## src/hw/rif_defines.vh

```
// register map, field positions and reset values of the radio interrupt block
// assumes an 8-bit register bus addressed by byte
`ifndef RIF_DEFINES_VH
`define RIF_DEFINES_VH

// register addresses
`define RIF_ADDR_MASK      8'h91
`define RIF_ADDR_PEND      8'hE9
`define RIF_ADDR_TMO_LO    8'hEA
`define RIF_ADDR_TMO_HI    8'hEB
`define RIF_ADDR_TMO_CTRL  8'hEC
`define RIF_ADDR_RAW       8'hED
`define RIF_ADDR_CNT_LO    8'hEE
`define RIF_ADDR_CNT_HI    8'hEF

// bit positions shared by mask, pending and raw registers
`define RIF_BIT_TXUNF      7
`define RIF_BIT_RXOVF      6
`define RIF_BIT_TIMEOUT    5
`define RIF_BIT_DONE       4
`define RIF_BIT_CS         3
`define RIF_BIT_PQT        2
`define RIF_BIT_CCA        1
`define RIF_BIT_SFD        0

// timeout control fields
`define RIF_CTRL_RUN       0
`define RIF_CTRL_SYNC_RST  1

// reset values, unmapped read value and counter constants
`define RIF_MASK_RST       8'h00
`define RIF_PEND_RST       1'b0
`define RIF_CTRL_RST       8'h00
`define RIF_TMO_RST        16'h0100
`define RIF_CNT_RST        16'h0000
`define RIF_RD_RST         8'h00
`define RIF_RD_UNMAPPED    8'h00
`define RIF_CNT_STEP       16'h0001
`define RIF_TMO_NONE       16'h0000

`endif

```

## src/hw/rif_flag_bit.v

```verilog
// one sticky pending flag: hardware set, software clear
// assumes set and clear are one-cycle qualified strobes on clk_sys
`timescale 1ns/1ps
`include "rif_defines.vh"

module rif_flag_bit (
  input  wire clk_sys,
  input  wire rst,
  input  wire ce,
  input  wire set,
  input  wire clr,
  output reg  flag
);

  // set beats a clear in the same cycle so no event is lost
  always @(posedge clk_sys or posedge rst) begin
    if (rst) begin
      flag <= `RIF_PEND_RST;
    end else if (ce) begin
      if (set) begin
        flag <= 1'b1;
      end else if (clr) begin
        flag <= 1'b0;
      end
    end
  end

endmodule // rif_flag_bit

```

## src/hw/rif_top.v

```verilog
// radio interrupt flags, enable mask, receive timeout timer and irq output
// assumes radio event inputs are one-cycle pulses synchronous to clk_sys
// assumes the register master never raises both strobes in one cycle
//
// Implementation choice: strobed register access.
`timescale 1ns/1ps
`include "rif_defines.vh"

module rif_top #(
  parameter ADDR_W = 8,
  parameter DATA_W = 8,
  parameter TMO_W  = 16
) (
  input  wire              clk_sys,
  input  wire              rst,
  input  wire              ce,
  // register port
  input  wire [ADDR_W-1:0] addr,
  input  wire [DATA_W-1:0] wr_data,
  input  wire              wr_stb,
  input  wire              rd_stb,
  output reg  [DATA_W-1:0] rd_data,
  // radio event sources
  input  wire              tx_underflow_evt,
  input  wire              rx_overflow_evt,
  input  wire              rx_timeout_evt,
  input  wire              packet_done_evt,
  input  wire              carrier_sense_evt,
  input  wire              preamble_quality_evt,
  input  wire              clear_channel_evt,
  input  wire              sync_word_evt,
  input  wire              rx_active,
  // interrupt side
  output wire              radio_irq,
  output reg  [7:0]        radio_irq_enable_mask,
  output wire [7:0]        radio_irq_pending_flags,
  output wire              rx_timeout_pulse
);

  // address match, used by every register decode
  function rif_hit;
    input [ADDR_W-1:0] a;
    input [7:0]        target;
    begin
      rif_hit = (a == target[ADDR_W-1:0]);
    end
  endfunction

  // named mask fields
  wire tx_underflow_enable;
  wire rx_overflow_enable;
  wire rx_timeout_enable;
  wire packet_done_enable;
  wire carrier_sense_enable;
  wire preamble_quality_enable;
  wire clear_channel_enable;
  wire sync_word_enable;

  // named pending fields
  wire tx_underflow_pending;
  wire rx_overflow_pending;
  wire preamble_quality_pending;
  wire clear_channel_pending;
  wire sync_word_pending;

  // register decode
  wire wr_mask;
  wire wr_pend;
  wire wr_tmo_lo;
  wire wr_tmo_hi;
  wire wr_ctrl;

  // timeout timer state
  reg  [TMO_W-1:0] tmo_period;
  reg  [TMO_W-1:0] tmo_count;
  reg  [7:0]       tmo_ctrl;
  reg  [TMO_W-1:0] next_tmo_count;
  reg              tmo_fire;
  wire             tmo_run;
  wire             tmo_restart;
  wire [TMO_W-1:0] tmo_last;

  // flag set and clear vectors
  reg  [7:0] set_vec;
  wire [7:0] clr_vec;
  wire [7:0] raw_vec;
  wire [7:0] pend;

  // read multiplexer
  reg  [DATA_W-1:0] next_rd_data;

  // write strobes per register
  assign wr_mask   = wr_stb & rif_hit(addr, `RIF_ADDR_MASK);
  assign wr_pend   = wr_stb & rif_hit(addr, `RIF_ADDR_PEND);
  assign wr_tmo_lo = wr_stb & rif_hit(addr, `RIF_ADDR_TMO_LO);
  assign wr_tmo_hi = wr_stb & rif_hit(addr, `RIF_ADDR_TMO_HI);
  assign wr_ctrl   = wr_stb & rif_hit(addr, `RIF_ADDR_TMO_CTRL);

  // mask register, plain read/write
  always @(posedge clk_sys or posedge rst) begin
    if (rst) begin
      radio_irq_enable_mask <= `RIF_MASK_RST;
    end else if (ce && wr_mask) begin
      radio_irq_enable_mask <= wr_data[7:0];
    end
  end

  // mask field views
  assign tx_underflow_enable     = radio_irq_enable_mask[`RIF_BIT_TXUNF];
  assign rx_overflow_enable      = radio_irq_enable_mask[`RIF_BIT_RXOVF];
  assign rx_timeout_enable       = radio_irq_enable_mask[`RIF_BIT_TIMEOUT];
  assign packet_done_enable      = radio_irq_enable_mask[`RIF_BIT_DONE];
  assign carrier_sense_enable    = radio_irq_enable_mask[`RIF_BIT_CS];
  assign preamble_quality_enable = radio_irq_enable_mask[`RIF_BIT_PQT];
  assign clear_channel_enable    = radio_irq_enable_mask[`RIF_BIT_CCA];
  assign sync_word_enable        = radio_irq_enable_mask[`RIF_BIT_SFD];

  // timeout period, low and high byte
  always @(posedge clk_sys or posedge rst) begin
    if (rst) begin
      tmo_period <= `RIF_TMO_RST;
    end else if (ce) begin
      if (wr_tmo_lo) begin
        tmo_period[7:0] <= wr_data[7:0];
      end
      if (wr_tmo_hi) begin
        tmo_period[TMO_W-1:8] <= wr_data[TMO_W-9:0];
      end
    end
  end

  // timer control: run enable and restart on sync word
  always @(posedge clk_sys or posedge rst) begin
    if (rst) begin
      tmo_ctrl <= `RIF_CTRL_RST;
    end else if (ce && wr_ctrl) begin
      tmo_ctrl <= wr_data[7:0];
    end
  end

  assign tmo_run     = tmo_ctrl[`RIF_CTRL_RUN] & rx_active;
  assign tmo_restart = packet_done_evt
                     | (tmo_ctrl[`RIF_CTRL_SYNC_RST] & sync_word_evt);
  assign tmo_last    = tmo_period - `RIF_CNT_STEP;

  // receive period counter; a zero period never expires
  always @* begin
    next_tmo_count = tmo_count;
    tmo_fire       = 1'b0;
    if (!tmo_run || tmo_restart) begin
      next_tmo_count = `RIF_CNT_RST;
    end else if (tmo_period != `RIF_TMO_NONE) begin
      if (tmo_count == tmo_last) begin
        tmo_fire       = 1'b1;
        next_tmo_count = `RIF_CNT_RST;
      end else begin
        next_tmo_count = tmo_count + `RIF_CNT_STEP;
      end
    end
  end

  always @(posedge clk_sys or posedge rst) begin
    if (rst) begin
      tmo_count <= `RIF_CNT_RST;
    end else if (ce) begin
      tmo_count <= next_tmo_count;
    end
  end

  assign rx_timeout_pulse = tmo_fire & ce;

  // live event inputs, readable for debug
  assign raw_vec = {tx_underflow_evt, rx_overflow_evt, rx_timeout_evt,
                    packet_done_evt, carrier_sense_evt, preamble_quality_evt,
                    clear_channel_evt, sync_word_evt};

  // event to flag mapping; overrun and underflow also mark packet done
  always @* begin
    set_vec                   = 8'h00;
    set_vec[`RIF_BIT_TXUNF]   = tx_underflow_evt;
    set_vec[`RIF_BIT_RXOVF]   = rx_overflow_evt;
    set_vec[`RIF_BIT_TIMEOUT] = rx_timeout_evt | tmo_fire;
    set_vec[`RIF_BIT_DONE]    = packet_done_evt | rx_overflow_evt
                              | tx_underflow_evt;
    set_vec[`RIF_BIT_CS]      = carrier_sense_evt;
    set_vec[`RIF_BIT_PQT]     = preamble_quality_evt;
    set_vec[`RIF_BIT_CCA]     = clear_channel_evt;
    set_vec[`RIF_BIT_SFD]     = sync_word_evt;
  end

  // writing 0 clears a flag, writing 1 leaves it alone
  assign clr_vec = wr_pend ? ~wr_data[7:0] : 8'h00;

  // one sticky flag per source
  genvar gi;
  generate
    for (gi = 0; gi < 8; gi = gi + 1) begin : g_flag
      rif_flag_bit u_flag (
        .clk_sys (clk_sys),
        .rst     (rst),
        .ce      (ce),
        .set     (set_vec[gi]),
        .clr     (clr_vec[gi]),
        .flag    (pend[gi])
      );
    end
  endgenerate

  assign radio_irq_pending_flags  = pend;
  assign tx_underflow_pending     = pend[`RIF_BIT_TXUNF];
  assign rx_overflow_pending      = pend[`RIF_BIT_RXOVF];
  assign preamble_quality_pending = pend[`RIF_BIT_PQT];
  assign clear_channel_pending    = pend[`RIF_BIT_CCA];
  assign sync_word_pending        = pend[`RIF_BIT_SFD];

  // level interrupt: any pending flag with its enable set
  assign radio_irq =
      (tx_underflow_pending     & tx_underflow_enable)
    | (rx_overflow_pending      & rx_overflow_enable)
    | (pend[`RIF_BIT_TIMEOUT]   & rx_timeout_enable)
    | (pend[`RIF_BIT_DONE]      & packet_done_enable)
    | (pend[`RIF_BIT_CS]        & carrier_sense_enable)
    | (preamble_quality_pending & preamble_quality_enable)
    | (clear_channel_pending    & clear_channel_enable)
    | (sync_word_pending        & sync_word_enable);

  // read multiplexer; unmapped addresses read zero
  always @* begin
    next_rd_data = `RIF_RD_UNMAPPED;
    if (rif_hit(addr, `RIF_ADDR_MASK)) begin
      next_rd_data = radio_irq_enable_mask;
    end else if (rif_hit(addr, `RIF_ADDR_PEND)) begin
      next_rd_data = pend;
    end else if (rif_hit(addr, `RIF_ADDR_TMO_LO)) begin
      next_rd_data = tmo_period[7:0];
    end else if (rif_hit(addr, `RIF_ADDR_TMO_HI)) begin
      next_rd_data = tmo_period[TMO_W-1:8];
    end else if (rif_hit(addr, `RIF_ADDR_TMO_CTRL)) begin
      next_rd_data = tmo_ctrl;
    end else if (rif_hit(addr, `RIF_ADDR_RAW)) begin
      next_rd_data = raw_vec;
    end else if (rif_hit(addr, `RIF_ADDR_CNT_LO)) begin
      next_rd_data = tmo_count[7:0];
    end else if (rif_hit(addr, `RIF_ADDR_CNT_HI)) begin
      next_rd_data = tmo_count[TMO_W-1:8];
    end
  end

  // read data stands for the one cycle after the strobe
  always @(posedge clk_sys or posedge rst) begin
    if (rst) begin
      rd_data <= `RIF_RD_RST;
    end else if (ce) begin
      if (rd_stb) begin
        rd_data <= next_rd_data;
      end else begin
        rd_data <= `RIF_RD_RST;
      end
    end
  end

endmodule // rif_top
```

## config.mk

```make
export PLATFORM = sky130hd
export DESIGN_NAME = rif_top
export DESIGN_NICKNAME = d
export VERILOG_FILES = /design/src/hw/rif_flag_bit.v /design/src/hw/rif_top.v
export VERILOG_INCLUDE_DIRS = /design/src /design/src/hw
export SDC_FILE = /design/constraint.sdc
export NUM_CORES = 1
export LEC_CHECK = 0
export BUFFER_PORTS_ARGS = -buffer_cell sky130_fd_sc_hd__buf_2
export CORE_AREA = 2 2 93 118
export CTS_BUF_LIST = sky130_fd_sc_hd__clkbuf_4 sky130_fd_sc_hd__clkbuf_8
export DETAILED_ROUTE_END_ITERATION = 10
export DIE_AREA = 0 0 95 120
export MAX_ROUTING_LAYER = met4
export PLACE_DENSITY = 0.71
export SYNTH_ARGS = -nofsm -noshare
export SYNTH_HDL_FRONTEND = slang
export SYNTH_SLANG_ARGS = --single-unit
```

## constraint.sdc

```tcl
create_clock -name clk_sys -period 3 [get_ports clk_sys]
set_clock_uncertainty 0.2 [all_clocks]
set_input_delay 0.3 -clock clk_sys [delete_from_list [all_inputs] [get_ports clk_sys]]
set_output_delay 0.3 -clock clk_sys [all_outputs]
set_load 0.01 [all_outputs]
```

==> flow_summary.ini, run 1 <==
[route]
vias = 3656
wl_um = 12200
route.met2.wl_um = 6280
drtPass1Iterations = 5
via_per_inst = 5.89
top_layer_used = met4
drtIter0Drc = 236
wl_met1_um = 4700
antenna_left = 0
wl_per_cell_um = 19.6
wl_met3_um = 687
remaining_drc_errors = 0

[run]
maxCapViolations = 0

[sta]
period_share_pct = 99.3
setup_ws_ns = 0.0196
slew_viol_final = 0
slew_headroom_pct = 53.8
setup_viol = 0
tightest_slew_ns = 0.692
final_hold_viol_count = 0
fmax_ghz = 0.336
period_needed_ns = 2.98
tns_ns = 0
rsz0062_at_grt = true
hold_ws_ns = 0.00922

[power_and_ir_drop]
peakVddDrop_uv = 200
design_power_total_mw = 1.89
cellPowerDensity_nw_per_um2 = 386
p_leak_nw = 2.09

[global_route]
grt_pass1_wl_um = 19100
overflow = 0
track_usage_pct = 22.5
antenna_found_initial = 0
grt_pass1_vias = 3739
grt_max_degree = 34

[cells_and_area]
final_util_pct = 47.3
drive_gt1_share_pct = 33.7
final_design_area_no_fill_um2 = 4900
nNetsFinal = 517
nFillCells = 947
antennaDiodeCount = 0
seqCellArea_um2 = 1610
multi_input_comb_area_um2 = 2330
syn_to_final_growth_pct = 21.0
finalNonFillerCells = 621

[yosys]
yosys_warnings = 0
ys_seq_area_share_pct = 39.6
syn-cell-area_um2 = 4050
async_reset_ff_share_pct = 100
synth.avg_cell_area_um2 = 9.68
synth_edf_count = 0
ys_types = 55
synth_fp_nets = 450
synth_ff_type = dfrtp_1
synth-seq-cells = 64
syn_inst = 418

[clocking]
cts_buffers = 9
clkSlewWorstSetupHoldPaths_ns = 0.07
cts_tree = done
clk-insertion-delay-late_ns = 0.35
cts_sinks = 64
cts_max_level = 3
clockRootBuffer = clkbuf_8
cts.path.max_buffers = 2

[floorplan]
start_util_pct = 39.1
fp.dieW_um = 95
core_um2 = 10400
io_pins = 56
die_h_um = 120
dieArea_um2 = 11400
rows = 42

[setup_path]
reg2reg_depth = 8
crit_path_end = rx_timeout_pulse
cp.required_ns = 2.50
cp-start-kind = flop
rrSetupSlack_ns = 0.08
critPathLaunch = tmo_period[9]$_DFFE_PP0P_
reg2reg_to = tmo_count[12]$_DFFE_PP0P_
timing.rr.start = tmo_period[9]$_DFFE_PP0P_
endpoint_kind = output port
path_class = flop to output port
worstPathArrival_ns = 2.48
cp_max_fo = 4

[placed_design]
place_congestion = 0.953
hpwl_um = 8890
io_buffers = 55
place_area_um2 = 4510
place_inst = 597
place_ws_ns = 0.135

[hold_path]
hp-class = input port to flop

[outcome]
status = finished clean
cell families (layout without fill, tap and decap cells):
group / count (synthesis) / in the layout / synth area share, %
and+or+nand+nor: 145 / 145 / 18.9
AOI/OAI and AO/OA: 84 / 84 / 14.2
DFF: 64 / 64 / 39.6
muxes: 48 / 48 / 15.3
buffers and inverters: 48 / 119 / 5.60
xor gates and xnor gates: 27 / 27 / 5.84
adders and majority gates: 2 / 2 / 0.618
repair_timing:
item / 4_1_cts / 5_1_grt
pin swaps: 2 / 5
hold buffers: 6 / 0
hold endpoints to repair: 37 / 0
setup endpoints to repair: 1 / 4
gates resized for setup: 7 / 18
setup buffers: 1 / 2
layer usage:
| metal | up-vias | track usage [%] |
|---|---|---|
| met1 | 1802 | 26.4 |
| met2 | 158 | 37.7 |
| li1 | 1659 | - |
| met4 | 0 | 10.8 |
| met3 | 37 | 3.08 |
| met5 | - | - |
area by class of cell:
| cell class | instances | share of cell area (%) |
|---|---|---|
| Multi-Input combinational cell | 306 | 47.5 |
| Clock buffer | 12 | 3.12 |
| Inverter | 16 | 1.23 |
| Sequential cell | 64 | 32.8 |
| Clock inverter | 3 | 0.869 |
| Tap cell | 132 | 3.37 |
| Timing Repair Buffer | 88 | 11.1 |
layout by cell type (no fill, tap or decap), types with 11 or more instances in the layout:
cell type	n
xnor2_1	16
mux2_2	30
inv_1	14
o21ai_0	28
nor2_1	20
buf_2	55
nand2_1	50
dfrtp_1	60
buf_4	26
xor2_1	11
worst max-delay path, cell delays in order, from the launching register on:
cell and delay, ns:
dfrtp_1 0.38, or4_4 0.56, or3_1 0.32, a2111o_1 0.45, nand2_2 0.11, nand3_2 0.07
nor2_2 0.11, buf_2 0.13
power by group:
part	total [mW]	leakage, nW	internal (mW)	switching [mW]
sequential	0.894	0.831	0.876	0.0179
clock	0.765	0.0993	0.419	0.345
combinational	0.230	1.16	0.0991	0.131
total	1.89	2.09	1.39	0.494
Yosys cell counts, drive strengths merged, types with 2 or more instances:
| library cell | n | area, um2 |
|---|---|---|
| a21oi | 11 | 66.3 |
| a22oi | 7 | 52.6 |
| a31oi | 8 | 50.1 |
| and3 | 4 | 25.0 |
| and3b | 2 | 17.5 |
| buf | 13 | 95.1 |
| clkbuf | 19 | 71.3 |
| dfrtp | 63 | 1580 |
| ha | 2 | 25.0 |
| inv | 16 | 60.1 |
| mux2 | 30 | 338 |
| mux2i | 10 | 100 |
| mux4 | 8 | 180 |
| nand2 | 52 | 195 |
| nand2b | 5 | 31.3 |
| nand3 | 11 | 55.1 |
| nand3b | 2 | 15.0 |
| nand4 | 7 | 43.8 |
| nor2 | 22 | 82.6 |
| nor2b | 4 | 25.0 |
| nor3 | 12 | 65.1 |
| nor4 | 3 | 33.8 |
| nor4b | 4 | 35.0 |
| o2111ai | 8 | 70.1 |
| o211ai | 2 | 15.0 |
| o21a | 2 | 15.0 |
| o21ai | 30 | 150 |
| o221ai | 6 | 52.6 |
| o22ai | 2 | 12.5 |
| o311ai | 2 | 17.5 |
| or3 | 7 | 43.8 |
| or4 | 3 | 30.0 |
| or4b | 2 | 20.0 |
| xnor2 | 16 | 140 |
| xor2 | 11 | 96.3 |
how the worst min path moves through the flow:
| stage | start | endpoint | slack, ns | cells after the start |
|---|---|---|---|---|
| global route | rx_overflow_evt | g_flag[6].u_flag.flag$_DFFE_PP0P_ | 0.02 | 3 |
| floorplan | sync_word_evt | g_flag[0].u_flag.flag$_DFFE_PP0P_ | 0.21 | 2 |
| detailed placement | rst | tmo_ctrl[4]$_DFFE_PP0P_ | 0.26 | 2 |
| CTS | rx_overflow_evt | g_flag[6].u_flag.flag$_DFFE_PP0P_ | 0.006 | 3 |
| finish | rx_overflow_evt | g_flag[6].u_flag.flag$_DFFE_PP0P_ | 0.009 | 3 |
| global placement | rst | tmo_count[7]$_DFFE_PP0P_ | 0.23 | 2 |
flip-flops by register name, indices dropped and copies added (netlist names):
name / count
radio_irq_enable_mask: 8
g_flag.u_flag.flag: 8
tmo_period: 16
rd_data: 8
tmo_ctrl: 8
tmo_count: 16
Note: power is estimated with default switching activity, not from simulation.
==> run 2, diff against run 1 <==
- ABC_CLOCK_PERIOD_IN_PS: unset -> 3000
- SETUP_SLACK_MARGIN: unset -> 0.5
==> flow_summary.ini, run 2 (synthesized netlist as in run 1, its figures left out) <==
[power_and_ir_drop]
p_leak_nw = 2.13
peakVddDrop_uv = 177
design_power_total_mw = 1.91
cellPowerDensity_nw_per_um2 = 384

[run]
maxCapViolations = 0

[route]
drtIter0Drc = 256
drtPass1Iterations = 5
wl_per_cell_um = 19.3
antenna_left = 0
vias = 3641
via_per_inst = 5.79
wl_um = 12100
remaining_drc_errors = 0

[global_route]
grt.busiest_layer = met2
antenna_found_initial = 0
use_met1_pct = 26.6
track_usage_pct = 23.0
grtUsageMet2_pct = 39.1
grt_pass1_wl_um = 19100
use_met3_pct = 3.64
overflow = 0
grt_max_degree = 35
grt_pass1_vias = 3621

[sta]
final_hold_viol_count = 0
period_share_pct = 97.0
fmax_ghz = 0.344
tightest_slew_ns = 0.725
slew_viol_final = 0
slew_headroom_pct = 51.6
tns_ns = 0
rsz0062_at_grt = true
hold_ws_ns = 0.0312
period_needed_ns = 2.91
setup_viol = 0

[floorplan]
rows = 42
io_pins = 56
core_um2 = 10400
fp.dieW_um = 95
start_util_pct = 39.1
die_h_um = 120
dieArea_um2 = 11400

[cells_and_area]
syn_to_final_growth_pct = 22.9
layout_common_cells = dfrtp_1 (60), buf_2 (55), nand2_1 (50)
nFillCells = 980
antennaDiodeCount = 0
nNetsFinal = 524
top_regs = tmo_count x16, tmo_period x16
final_util_pct = 48.1
seqCellArea_um2 = 1610
finalNonFillerCells = 629
mostFrequentLayoutCell = dfrtp_1
drive_gt1_share_pct = 34.6
multi_input_comb_area_um2 = 2340

[setup_path]
timing.rr.start = tmo_period[7]$_DFFE_PP0P_
cp-start-kind = flop
critPathSlowestCell = or4_4
cp.depth = 7
crit_chain = or4_4 -> or3_1 -> a2111o_1 -> nand2_1 -> nand3_1 -> nor2_2 -> buf_2
worstPathArrival_ns = 2.41
path_buf_inv = 1
cp_max_fo = 4
path_class = flop to output port
cp_top_family = simple AND/OR/NAND/NOR gates
reg2reg_depth = 8
endpoint_kind = output port
critPathLaunch = tmo_period[7]$_DFFE_PP0P_
cp.required_ns = 2.50
worst_path_largest_cell_delay_ns = 0.55

[clocking]
cts.path.max_buffers = 2
cts_sinks = 64
clk-insertion-delay-late_ns = 0.36
clockRootBuffer = clkbuf_8
cts_buffers = 9
cts_tree = done
clkSlewWorstSetupHoldPaths_ns = 0.08
cts_max_level = 3

[placed_design]
place_congestion = 0.933
place_inst = 596
hpwl_um = 9150
io_buffers = 55

[hold_path]
whs_path_depth = 2
hp-class = input port to flop
hp-start = wr_data[6]

[outcome]
status = finished clean
==> run 2: power by group <==
part           switching [mW]  total (mW)  internal, mW
sequential             0.0186       0.894         0.876
combinational           0.131       0.240         0.109
clock                   0.377       0.774         0.397
total                   0.526        1.91          1.38
==> run 2: metal layers <==
layer | wire [um] | share of wire, %
met5 | 0 | 0
met4 | 318 | 2.6
met3 | 619 | 5.1
met2 | 6320 | 52
met1 | 4880 | 40
==> run 2: final cells by class <==
cell class	instances	area share [%]
clock buffer	10	2.64
clock inverter	6	1.38
inverter	16	1.21
multi-input combinational	306	47.1
sequential	64	32.3
tap	132	3.32
timing repair buffer	95	12.1
==> run 2: stage by stage <==
step                cell area [um2]  setup WS, ns
floorplan                      4070         0.167
global placement               4510         0.200
detailed placement             4510         0.160
CTS                            4940        0.0614
global route                   4970      -0.00531
finish                         4970        0.0906
==> run 2: timing repair <==
item / 4_1_cts / 5_1_grt
endpoints found under the hold margin: 37 / 0
resized for setup: 22 / 7
cloned: 1 / 0
pin swaps: 10 / 11
hold buffers: 7 / 0
setup endpoints to repair: 18 / 18
buffers inserted: 9 / 0
==> run 2: worst register-to-register path, cell delays in order, from the launching register on <==
cell and delay (ns):
dfrtp_1 0.38, or4_4 0.55, or4_4 0.45, or3_4 0.38, a22oi_2 0.12, nand4bb_1 0.19
buf_6 0.20, a21oi_4 0.24, nor2_1 0.07
==> run 2: path summary, 6_finish.rpt <==
kind / endpoint / slack [ns]
worst max-delay path: rx_timeout_pulse / 0.09
worst min-delay path: radio_irq_enable_mask[6]$_DFFE_PP0P_ / 0.03
worst max register to register: tmo_count[8]$_DFFE_PP0P_ / 0.10
worst min register to register: rd_data[3]$_DFFE_PP0P_ / 0.32
max in group asynchronous: radio_irq_enable_mask[3]$_DFFE_PP0P_ / 1.50
min in group asynchronous: tmo_ctrl[0]$_DFFE_PP0P_ / 0.41
